--- src/hdl/cmd_select_pkg.sv ---
// Package: register map, reset values, limits and codes for the command source selector
package cmd_select_pkg;

    // ------------------------------------------------------------
    // Register byte addresses (index * 4)
    // ------------------------------------------------------------
    localparam logic [7:0] REG_CARRIER    = 8'h00;
    localparam logic [7:0] REG_AUTO_FREQ  = 8'h04;
    localparam logic [7:0] REG_AUTO_RUN   = 8'h08;
    localparam logic [7:0] REG_DIR_PERM   = 8'h0C;
    localparam logic [7:0] REG_KP_MEM     = 8'h10;
    localparam logic [7:0] REG_LR_POLICY  = 8'h14;
    localparam logic [7:0] REG_HAND_FREQ  = 8'h18;
    localparam logic [7:0] REG_HAND_RUN   = 8'h1C;
    localparam logic [7:0] REG_STOP_GATE  = 8'h20;
    localparam logic [7:0] REG_PHASE      = 8'h24;
    localparam logic [7:0] REG_CUR_FILT   = 8'h28;
    localparam logic [7:0] REG_KP_FILT    = 8'h2C;
    localparam logic [7:0] REG_SW_DATE    = 8'h30;
    localparam logic [7:0] REG_STOP_MODE  = 8'h34;
    localparam logic [7:0] REG_STATUS     = 8'h38;

    // ------------------------------------------------------------
    // Reset values and limits
    // ------------------------------------------------------------
    localparam logic [15:0] CARRIER_RST   = 16'h0002;
    localparam logic [15:0] CARRIER_MIN   = 16'h0002;
    localparam logic [15:0] CARRIER_MAX   = 16'h0009;
    localparam logic [15:0] FILT_RST      = 16'h0064;
    localparam logic [15:0] FILT_MIN      = 16'h0001;
    localparam logic [15:0] SW_DATE_VALUE = 16'h1234;  // Arbitrary value

    // ------------------------------------------------------------
    // Codes
    // ------------------------------------------------------------
    localparam logic [15:0] FSRC_KEYPAD = 16'h0000;
    localparam logic [15:0] FSRC_RS485  = 16'h0001;
    localparam logic [15:0] FSRC_UPDOWN = 16'h0003;
    localparam logic [15:0] FSRC_CAN    = 16'h0006;
    localparam logic [15:0] RSRC_KEYPAD = 16'h0000;
    localparam logic [15:0] RSRC_TERM   = 16'h0001;
    localparam logic [15:0] RSRC_RS485  = 16'h0002;
    localparam logic [15:0] RSRC_CAN    = 16'h0003;
    localparam logic [15:0] RSRC_MAX    = 16'h0003;
    localparam logic [15:0] DIR_BOTH    = 16'h0000;
    localparam logic [15:0] DIR_NO_REV  = 16'h0001;
    localparam logic [15:0] DIR_NO_FWD  = 16'h0002;
    localparam logic [15:0] DIR_MAX     = 16'h0002;
    localparam logic [15:0] LR_HOA      = 16'h0000;
    localparam logic [15:0] LR_STOP     = 16'h0001;
    localparam logic [15:0] LR_REMOTE   = 16'h0002;
    localparam logic [15:0] LR_LOCAL    = 16'h0003;
    localparam logic [15:0] LR_ENTERED  = 16'h0004;
    localparam logic [15:0] ONE_BIT_MAX = 16'h0001;

    // Run channel of one source
    typedef struct packed {
        logic run;
        logic reverse_indicator;
        logic jog;
    } run_cmd_t;

    typedef enum logic {
        MODE_AUTO,
        MODE_HAND
    } mode_t;

endpackage

--- src/hdl/cmd_select.sv ---
// Command source selection and run control for a compact motor drive
`timescale 1ns/1ps
module cmd_select
    import cmd_select_pkg::*;
(
    input  wire logic        CLK_SYS,
    input  wire logic        RST_N,
    input  wire logic [7:0]  ADDR,
    input  wire logic [15:0] WDATA,
    input  wire logic        WR,
    input  wire logic        RD,
    output logic      [15:0] RDATA,
    input  wire logic [15:0] FREQ_KEYPAD,
    input  wire logic [15:0] FREQ_RS485,
    input  wire logic [15:0] FREQ_UPDOWN,
    input  wire logic [15:0] FREQ_CAN,
    input  wire run_cmd_t    RUN_KEYPAD,
    input  wire run_cmd_t    RUN_TERM,
    input  wire run_cmd_t    RUN_RS485,
    input  wire run_cmd_t    RUN_CAN,
    input  wire logic        PANEL_COMM_RUN_KEY,
    input  wire logic        KEYPAD_STOP_KEY,
    input  wire logic        HOA_HAND_INPUT,
    input  wire logic        HOA_AUTO_INPUT,
    input  wire logic        MODE_SWITCH_ASSIGNED,
    input  wire logic        MODE_SWITCH_INPUT,
    input  wire logic        LOCAL_REMOTE_SELECT,
    input  wire logic        UNDERVOLTAGE_CONDITION,
    input  wire logic        FAULT,
    input  wire logic        AT_MIN_FREQ,
    output logic      [15:0] FREQ_CMD,
    output logic             OUTPUT_ENABLE,
    output logic             DECEL_ACTIVE,
    output logic             MOTOR_REVERSE,
    output logic             FORWARD_INDICATOR,
    output logic             REVERSE_INDICATOR,
    output logic             JOG_ACTIVE,
    output logic             HAND_MODE,
    output logic      [15:0] CARRIER_KHZ,
    output logic      [15:0] CURRENT_FILTER_MS,
    output logic      [15:0] KEYPAD_FILTER_MS
);

    // ------------------------------------------------------------
    // Setting registers
    // ------------------------------------------------------------
    logic [15:0] carrier, auto_freq, auto_run, dir_perm, kp_mem, lr_policy;
    logic [15:0] hand_freq, hand_run, stop_gate, phase, cur_filt, kp_filt;
    logic        stop_mode;
    logic        reg_wr_ok;

    function automatic logic fsrc_ok(input logic [15:0] v);
        return v == FSRC_KEYPAD || v == FSRC_RS485 || v == FSRC_UPDOWN || v == FSRC_CAN;
    endfunction

    always_comb begin
        unique case (ADDR)
            REG_CARRIER:   reg_wr_ok = WDATA >= CARRIER_MIN && WDATA <= CARRIER_MAX;
            REG_AUTO_FREQ: reg_wr_ok = fsrc_ok(WDATA);
            REG_HAND_FREQ: reg_wr_ok = fsrc_ok(WDATA);
            REG_AUTO_RUN:  reg_wr_ok = WDATA <= RSRC_MAX;
            REG_HAND_RUN:  reg_wr_ok = WDATA <= RSRC_MAX;
            REG_DIR_PERM:  reg_wr_ok = WDATA <= DIR_MAX;
            REG_LR_POLICY: reg_wr_ok = WDATA <= LR_ENTERED;
            REG_STOP_GATE: reg_wr_ok = WDATA <= ONE_BIT_MAX;
            REG_PHASE:     reg_wr_ok = WDATA <= ONE_BIT_MAX;
            REG_STOP_MODE: reg_wr_ok = WDATA <= ONE_BIT_MAX;
            REG_CUR_FILT:  reg_wr_ok = WDATA >= FILT_MIN;
            REG_KP_FILT:   reg_wr_ok = WDATA >= FILT_MIN;
            default:       reg_wr_ok = 1'b0;
        endcase
    end

    always_ff @(posedge CLK_SYS or negedge RST_N) begin
        if (!RST_N) begin
            carrier   <= CARRIER_RST;
            auto_freq <= FSRC_CAN;
            auto_run  <= RSRC_CAN;
            hand_freq <= FSRC_CAN;
            hand_run  <= RSRC_CAN;
            dir_perm  <= DIR_BOTH;
            lr_policy <= LR_HOA;
            stop_gate <= 16'h0000;
            phase     <= 16'h0000;
            stop_mode <= 1'b0;
            cur_filt  <= FILT_RST;
            kp_filt   <= FILT_RST;
        end else if (WR && reg_wr_ok) begin
            unique case (ADDR)
                REG_CARRIER:   carrier   <= WDATA;
                REG_AUTO_FREQ: auto_freq <= WDATA;
                REG_AUTO_RUN:  auto_run  <= WDATA;
                REG_HAND_FREQ: hand_freq <= WDATA;
                REG_HAND_RUN:  hand_run  <= WDATA;
                REG_DIR_PERM:  dir_perm  <= WDATA;
                REG_LR_POLICY: lr_policy <= WDATA;
                REG_STOP_GATE: stop_gate <= WDATA;
                REG_PHASE:     phase     <= WDATA;
                REG_STOP_MODE: stop_mode <= WDATA[0];
                REG_CUR_FILT:  cur_filt  <= WDATA;
                REG_KP_FILT:   kp_filt   <= WDATA;
                default:       stop_mode <= stop_mode;
            endcase
        end
    end

    // ------------------------------------------------------------
    // Mode selection
    // ------------------------------------------------------------
    mode_t mode;
    mode_t prev_mode;
    mode_t next_mode;
    logic  policy_mode_hand;

    // Function 56 is ignored under the plain hand-off-auto policy
    always_comb begin
        policy_mode_hand = (lr_policy != LR_HOA) ? LOCAL_REMOTE_SELECT : HOA_HAND_INPUT;
        if (MODE_SWITCH_ASSIGNED)
            next_mode = MODE_SWITCH_INPUT ? MODE_HAND : MODE_AUTO;
        else
            next_mode = policy_mode_hand ? MODE_HAND : MODE_AUTO;
    end

    always_ff @(posedge CLK_SYS or negedge RST_N) begin
        if (!RST_N) begin
            mode      <= MODE_AUTO;
            prev_mode <= MODE_AUTO;
        end else begin
            mode      <= next_mode;
            prev_mode <= mode;
        end
    end

    // Policies 2 and 3 pin the source set; 0, 1 and 4 follow the mode entered
    logic use_hand;
    always_comb begin
        unique case (lr_policy)
            LR_REMOTE: use_hand = 1'b0;
            LR_LOCAL:  use_hand = 1'b1;
            default:   use_hand = (mode == MODE_HAND);
        endcase
    end

    // Switch-over stop latch under policy 1, released by a fresh run edge
    logic switch_stop;
    logic run_sel_q;

    // ------------------------------------------------------------
    // Source multiplexers
    // ------------------------------------------------------------
    logic [15:0] fsrc, rsrc, freq_sel;
    run_cmd_t    run_sel;

    always_comb begin
        fsrc = use_hand ? hand_freq : auto_freq;
        rsrc = use_hand ? hand_run : auto_run;
        unique case (fsrc)
            FSRC_KEYPAD: freq_sel = FREQ_KEYPAD;
            FSRC_RS485:  freq_sel = FREQ_RS485;
            FSRC_UPDOWN: freq_sel = FREQ_UPDOWN;
            default:     freq_sel = FREQ_CAN;
        endcase
        unique case (rsrc)
            RSRC_KEYPAD: run_sel = RUN_KEYPAD;
            RSRC_TERM:   run_sel = RUN_TERM;
            RSRC_RS485:  run_sel = RUN_RS485;
            default:     begin
                run_sel     = RUN_CAN;
                run_sel.run = RUN_CAN.run | PANEL_COMM_RUN_KEY;
            end
        endcase
    end

    // ------------------------------------------------------------
    // Run and stop control
    // ------------------------------------------------------------
    logic hoa_off, stop_key, run_req, dir_allowed, running;

    always_comb begin
        hoa_off  = (lr_policy == LR_HOA) && !HOA_HAND_INPUT && !HOA_AUTO_INPUT;
        stop_key = KEYPAD_STOP_KEY && (rsrc == RSRC_KEYPAD || stop_gate[0]);
        run_req  = run_sel.run && !hoa_off && !stop_key && !switch_stop
                   && !(lr_policy == LR_STOP && mode != prev_mode);
        unique case (dir_perm)
            DIR_NO_REV: dir_allowed = !run_sel.reverse_indicator;
            DIR_NO_FWD: dir_allowed = run_sel.reverse_indicator;
            default:    dir_allowed = 1'b1;
        endcase
    end

    always_ff @(posedge CLK_SYS or negedge RST_N) begin
        if (!RST_N) begin
            switch_stop <= 1'b0;
            run_sel_q   <= 1'b0;
        end else begin
            run_sel_q <= run_sel.run;
            if (lr_policy == LR_STOP && mode != prev_mode)
                switch_stop <= 1'b1;
            else if (run_sel.run && !run_sel_q)
                switch_stop <= 1'b0;
        end
    end

    assign running = run_req && dir_allowed;

    always_ff @(posedge CLK_SYS or negedge RST_N) begin
        if (!RST_N) begin
            OUTPUT_ENABLE     <= 1'b0;
            DECEL_ACTIVE      <= 1'b0;
            MOTOR_REVERSE     <= 1'b0;
            FORWARD_INDICATOR <= 1'b0;
            REVERSE_INDICATOR <= 1'b0;
            JOG_ACTIVE        <= 1'b0;
            FREQ_CMD          <= 16'h0000;
        end else if (running) begin
            OUTPUT_ENABLE     <= 1'b1;
            DECEL_ACTIVE      <= 1'b0;
            MOTOR_REVERSE     <= run_sel.reverse_indicator ^ phase[0];
            FORWARD_INDICATOR <= !run_sel.reverse_indicator;
            REVERSE_INDICATOR <= run_sel.reverse_indicator;
            JOG_ACTIVE        <= run_sel.jog;
            FREQ_CMD          <= freq_sel;
        end else begin
            // Forbidden direction leaves a stopped drive stopped
            JOG_ACTIVE <= 1'b0;
            if (stop_mode || !OUTPUT_ENABLE || (DECEL_ACTIVE && AT_MIN_FREQ)) begin
                OUTPUT_ENABLE     <= 1'b0;
                DECEL_ACTIVE      <= 1'b0;
                FORWARD_INDICATOR <= 1'b0;
                REVERSE_INDICATOR <= 1'b0;
            end else begin
                DECEL_ACTIVE <= 1'b1;
            end
        end
    end

    // ------------------------------------------------------------
    // Keypad frequency memory
    // ------------------------------------------------------------
    always_ff @(posedge CLK_SYS or negedge RST_N) begin
        if (!RST_N)
            kp_mem <= 16'h0000;
        else if (fsrc == FSRC_KEYPAD && (UNDERVOLTAGE_CONDITION || FAULT))
            kp_mem <= FREQ_KEYPAD;
    end

    // ------------------------------------------------------------
    // Read port
    // ------------------------------------------------------------
    always_ff @(posedge CLK_SYS or negedge RST_N) begin
        if (!RST_N)
            RDATA <= 16'h0000;
        else if (RD) begin
            unique case (ADDR)
                REG_CARRIER:   RDATA <= carrier;
                REG_AUTO_FREQ: RDATA <= auto_freq;
                REG_AUTO_RUN:  RDATA <= auto_run;
                REG_DIR_PERM:  RDATA <= dir_perm;
                REG_KP_MEM:    RDATA <= kp_mem;
                REG_LR_POLICY: RDATA <= lr_policy;
                REG_HAND_FREQ: RDATA <= hand_freq;
                REG_HAND_RUN:  RDATA <= hand_run;
                REG_STOP_GATE: RDATA <= stop_gate;
                REG_PHASE:     RDATA <= phase;
                REG_CUR_FILT:  RDATA <= cur_filt;
                REG_KP_FILT:   RDATA <= kp_filt;
                REG_SW_DATE:   RDATA <= SW_DATE_VALUE;
                REG_STOP_MODE: RDATA <= {15'h0000, stop_mode};
                REG_STATUS:    RDATA <= {12'h000, DECEL_ACTIVE, OUTPUT_ENABLE,
                                         use_hand, mode == MODE_HAND};
                default:       RDATA <= 16'h0000;
            endcase
        end else
            RDATA <= 16'h0000;
    end

    assign HAND_MODE         = (mode == MODE_HAND);
    assign CARRIER_KHZ       = carrier;
    assign CURRENT_FILTER_MS = cur_filt;
    assign KEYPAD_FILTER_MS  = kp_filt;

    // ------------------------------------------------------------
    // Checks
    // ------------------------------------------------------------
    chk_carrier_range: assert property (@(posedge CLK_SYS) disable iff (!RST_N)
        carrier >= CARRIER_MIN && carrier <= CARRIER_MAX) else $error("carrier out of range");
    chk_bad_code_kept: assert property (@(posedge CLK_SYS) disable iff (!RST_N)
        WR && ADDR == REG_AUTO_FREQ && !fsrc_ok(WDATA) |=> $stable(auto_freq))
        else $error("illegal frequency code stored");
    chk_mode_override: assert property (@(posedge CLK_SYS) disable iff (!RST_N)
        MODE_SWITCH_ASSIGNED && MODE_SWITCH_INPUT |=> HAND_MODE) else $error("override lost");
    chk_hoa_off_run: assert property (@(posedge CLK_SYS) disable iff (!RST_N)
        hoa_off && !OUTPUT_ENABLE |=> !OUTPUT_ENABLE && !JOG_ACTIVE)
        else $error("run taken with hand-off-auto off");
    chk_coast_stop: assert property (@(posedge CLK_SYS) disable iff (!RST_N)
        stop_mode && !running |=> !OUTPUT_ENABLE) else $error("coast stop kept output");
    chk_ramp_stop: assert property (@(posedge CLK_SYS) disable iff (!RST_N)
        !stop_mode && !running && OUTPUT_ENABLE && !DECEL_ACTIVE |=> OUTPUT_ENABLE && DECEL_ACTIVE)
        else $error("ramp stop did not decelerate");
    chk_dir_forbid: assert property (@(posedge CLK_SYS) disable iff (!RST_N)
        $past(dir_perm) == DIR_NO_REV && OUTPUT_ENABLE && !DECEL_ACTIVE |-> !REVERSE_INDICATOR)
        else $error("reverse ran while forbidden");
    chk_phase_swap: assert property (@(posedge CLK_SYS) disable iff (!RST_N)
        OUTPUT_ENABLE && !DECEL_ACTIVE |-> MOTOR_REVERSE == (REVERSE_INDICATOR ^ $past(phase[0])))
        else $error("phase order wrong");
    chk_kp_latch: assert property (@(posedge CLK_SYS) disable iff (!RST_N)
        fsrc == FSRC_KEYPAD && (UNDERVOLTAGE_CONDITION || FAULT) |=> kp_mem == $past(FREQ_KEYPAD))
        else $error("keypad frequency not latched");
    cov_coast: cover property (@(posedge CLK_SYS) disable iff (!RST_N)
        OUTPUT_ENABLE ##1 !OUTPUT_ENABLE);
    cov_ramp: cover property (@(posedge CLK_SYS) disable iff (!RST_N)
        DECEL_ACTIVE ##[1:20] !OUTPUT_ENABLE);
    cov_hand: cover property (@(posedge CLK_SYS) disable iff (!RST_N) HAND_MODE && running);

endmodule

--- config.mk ---
export PLATFORM = sky130hd
export DESIGN_NAME = cmd_select
export DESIGN_NICKNAME = d
export VERILOG_FILES = /design/src/hdl/cmd_select_pkg.sv /design/src/hdl/cmd_select.sv
export SDC_FILE = /design/constraint.sdc
export NUM_CORES = 1
export LEC_CHECK = 0
export BUFFER_PORTS_ARGS = -buffer_cell sky130_fd_sc_hd__buf_4
export CORE_MARGIN = 3
export CORE_UTILIZATION = 40
export DETAILED_ROUTE_END_ITERATION = 8
export MAX_ROUTING_LAYER = met4
export PLACE_DENSITY = 0.6
export SYNTH_ARGS = -nofsm -noshare
export SYNTH_HDL_FRONTEND = slang
export SYNTH_SLANG_ARGS = --single-unit
export TNS_END_PERCENT = 30
--- constraint.sdc ---
create_clock -name CLK_SYS -period 6.3 [get_ports CLK_SYS]
set_clock_uncertainty 0.15 [all_clocks]
set_input_delay 0.315 -clock CLK_SYS [delete_from_list [all_inputs] [get_ports CLK_SYS]]
set_output_delay 0.315 -clock CLK_SYS [all_outputs]
set_load 0.01 [all_outputs]
==> results_dict.tcl <==
set metrics [dict create \
    placed_area_sq_um 12500 \
    yosysWarnings 0 \
    synth_common_cells "dfrtp_1 (220), nor2b_1 (124), mux2_2 (66), a221oi_1 (34)" \
    ys_async_sr_fraction_pct 100 \
    drive_above_1_share_pct 32.5 \
    grt_pass1_wl_microns 51600 \
    fp.dieH_microns 169 \
    drv_slew 0 \
    vias_per_cell 5.72 \
    finalCriticalPeriod_ps 4630 \
    yosys-top-cells-area "dfrtp_1 (51%), nor2b_1 (7.3%), mux2_2 (7.0%), dfstp_2 (3.7%), a221oi_1 (2.8%)" \
    synth_edf_count 0 \
    p_leak_uw 0.00670 \
    postRouteAntennaNets 0 \
    yosysSeqAreaShare_pct 55.2 \
    grt_pass1_vias 8435 \
    boundaryPins 201 \
    synth_area_sq_um 10700 \
    place_congestion 0.880 \
    worstMarginPinSlew_ps 1250 \
    synth-seq-cells 235 \
    rows 59 \
    area_growth_pct 29.2 \
    start_util_pct 40.9 \
    power.density_nw_per_um2 252 \
    clock_path_buffers 3 \
    clk_pin_slew_ps 60 \
    maxSlewHeadroom_pct 16.1 \
    h-tree-depth 1 \
    portBuffers 200 \
    vias 8376 \
    netlist_instances 871 \
    synth_top_area_cell "dfrtp_1" \
    layout.nets 1225 \
    antenna_found_initial 0 \
    required_ps 6560 \
    fin_setup_tns_ps 0 \
    syn_area_per_cell_sq_um 12.3 \
    cts_inserted_buffers 26 \
    grtUsageTotal_pct 23.9 \
    routedWlPerCell_microns 23.0 \
    die_x_microns 169 \
    drt_iter0_markers 781 \
    grt_overflow 0 \
    fin_crit_sh_pct 73.4 \
    clk_latency_ps 530 \
    diodes 0 \
    cts.sinks 235 \
    crit_type "reg -> reg" \
    cts_resized 0 \
    worst_setup_path_start_kind "flop" \
    synthFlopType "dfrtp_1" \
    holdCritPathClass "in -> reg" \
    dieArea_sq_um 28700 \
    tritoncts "built" \
    rsz0062_at_grt "false" \
    yosysMostFrequentCell "dfrtp_1" \
    root_buffer "clkbuf_16" \
    cp-end-kind "flop" \
    core_area_sq_um 26100 \
    status "finished clean" \
    syn-num-nets 985 \
    vdd_ir_drop_max_uv 158 \
    max_clock_freq_ghz 0.216 \
    drtPass1Iterations 5 \
    setup-violations-final 0 \
    drv_cap 0 \
    hpwl_microns 23200 \
    synth_cell_types 70 \
    hold_violations 0 \
    fin_area_sq_um 13800 \
    crit_fanout 18 \
    cp.arrival_ps 4880 \
    grt_max_degree 150 \
    post-route-drc-count 0 \
    synth_top_area_share_pct 51.5 \
    drt_wl_total_microns 33800 \
]
## through the flow
step	total power [uW]	std cells	util (%)	setup slack [ps]	hold WS [ps]
after CTS	3500	1465	52.9	1710	15.7
after detailed placement	2010	1365	47.7	1710	210
after global placement	2000	1365	47.7	1840	211
final	3480	1465	52.9	1670	41.8
after floorplan	1800	871	-	3310	-131
after global routing	3600	1465	52.9	1430	39.4
## metal layers
| metal | share of wire [%] | up-vias | track usage [%] |
|---|---|---|---|
| met3 | 8.0 | 28 | 5.40 |
| met5 | 0 | - | - |
| met1 | 45 | 4233 | 33.9 |
| met2 | 46 | 364 | 36.3 |
| li1 | - | 3751 | - |
| met4 | 0.98 | 0 | 3.31 |
## final cells by class
type                       count  area, sq um
sequential                   235         5900
tap                          335          419
inverter                      24         90.1
fill                        2274        12300
clock buffer                  40          795
clock inverter                 7         35.0
timing repair buffer         262         2120
multi-input combinational    562         4460
## flip-flops by register name (all words and copies together) (netlist names), 16 cells and up
name,flops
CARRIER_KHZ,16
CURRENT_FILTER_MS,16
FREQ_CMD,16
KEYPAD_FILTER_MS,16
RDATA,16
auto_freq,16
auto_run,16
dir_perm,16
hand_freq,16
hand_run,16
kp_mem,16
lr_policy,16
phase,16
stop_gate,16
## critical path, cell delays in order (launching register included)
cell and delay [ps]:
dfrtp_1 430, nor4_4 430, a41o_1 300, and2_1 660, mux2i_4 740, nand2_1 130, nor2_2 570, o21a_1 670
mux2_2 400
## worst paths after layout
| check | start | end | slack, ps | cells past startpoint |
|---|---|---|---|---|
| setup / recovery | lr_policy[13]$_DFFE_PN0P_ | kp_mem[4]$_DFFE_PN0P_ | 1670 | 8 |
| hold / removal | WDATA[0] | CARRIER_KHZ[0]$_DFFE_PN0P_ | 40 | 2 |
| setup reg to reg | lr_policy[13]$_DFFE_PN0P_ | kp_mem[4]$_DFFE_PN0P_ | 1670 | 8 |
| hold reg to reg | run_sel_q$_DFF_PN0_ | switch_stop$_DFFE_PN0P_ | 350 | 2 |
| max in group asynchronous | RST_N | dir_perm[11]$_DFFE_PN0P_ | 4510 | 3 |
| min in group asynchronous | RST_N | RDATA[11]$_DFF_PN0_ | 210 | 2 |
## kinds of logic after synthesis
| logic type | count (synthesis) | synth area share (%) |
|---|---|---|
| compound gates | 176 | 13.2 |
| flops | 235 | 55.2 |
| mux | 114 | 11.9 |
| simple gates | 271 | 16.3 |
| buf+inv | 74 | 3.35 |
| xor+xnor | 1 | 0.0819 |
## power by group
| part | total (uW) | internal [uW] | leakage, uW | switching, uW |
|---|---|---|---|---|
| Clock | 1470 | 863 | 0.000418 | 608 |
| Combinational | 383 | 200 | 0.00314 | 184 |
| Sequential | 1630 | 1580 | 0.00314 | 51.9 |
## what timing repair did
action,in CTS,in global routing
hold endpoints to repair,142,0
buffers inserted,0,0
hold buffers,53,0
## cell usage in the layout (no fill, tap or decap), drive strengths merged, types with 5 or more instances in the layout
cell         count
buf            209
and3             7
a222oi          21
a221oi          34
nand3           12
nand2           21
mux2            87
a22o            27
nand3b           5
nor4            24
a22oi           27
nor2b          124
nand4            8
dlygate4sd3     53
mux2i           27
nand2b           7
o21ai            6
clkinv           7
dfrtp          220
clkbuf          40
inv             24
a31oi           17
dfstp           15
a21oi           14
nor3            16
nor2            26
Power figures use the tool's default switching activity.
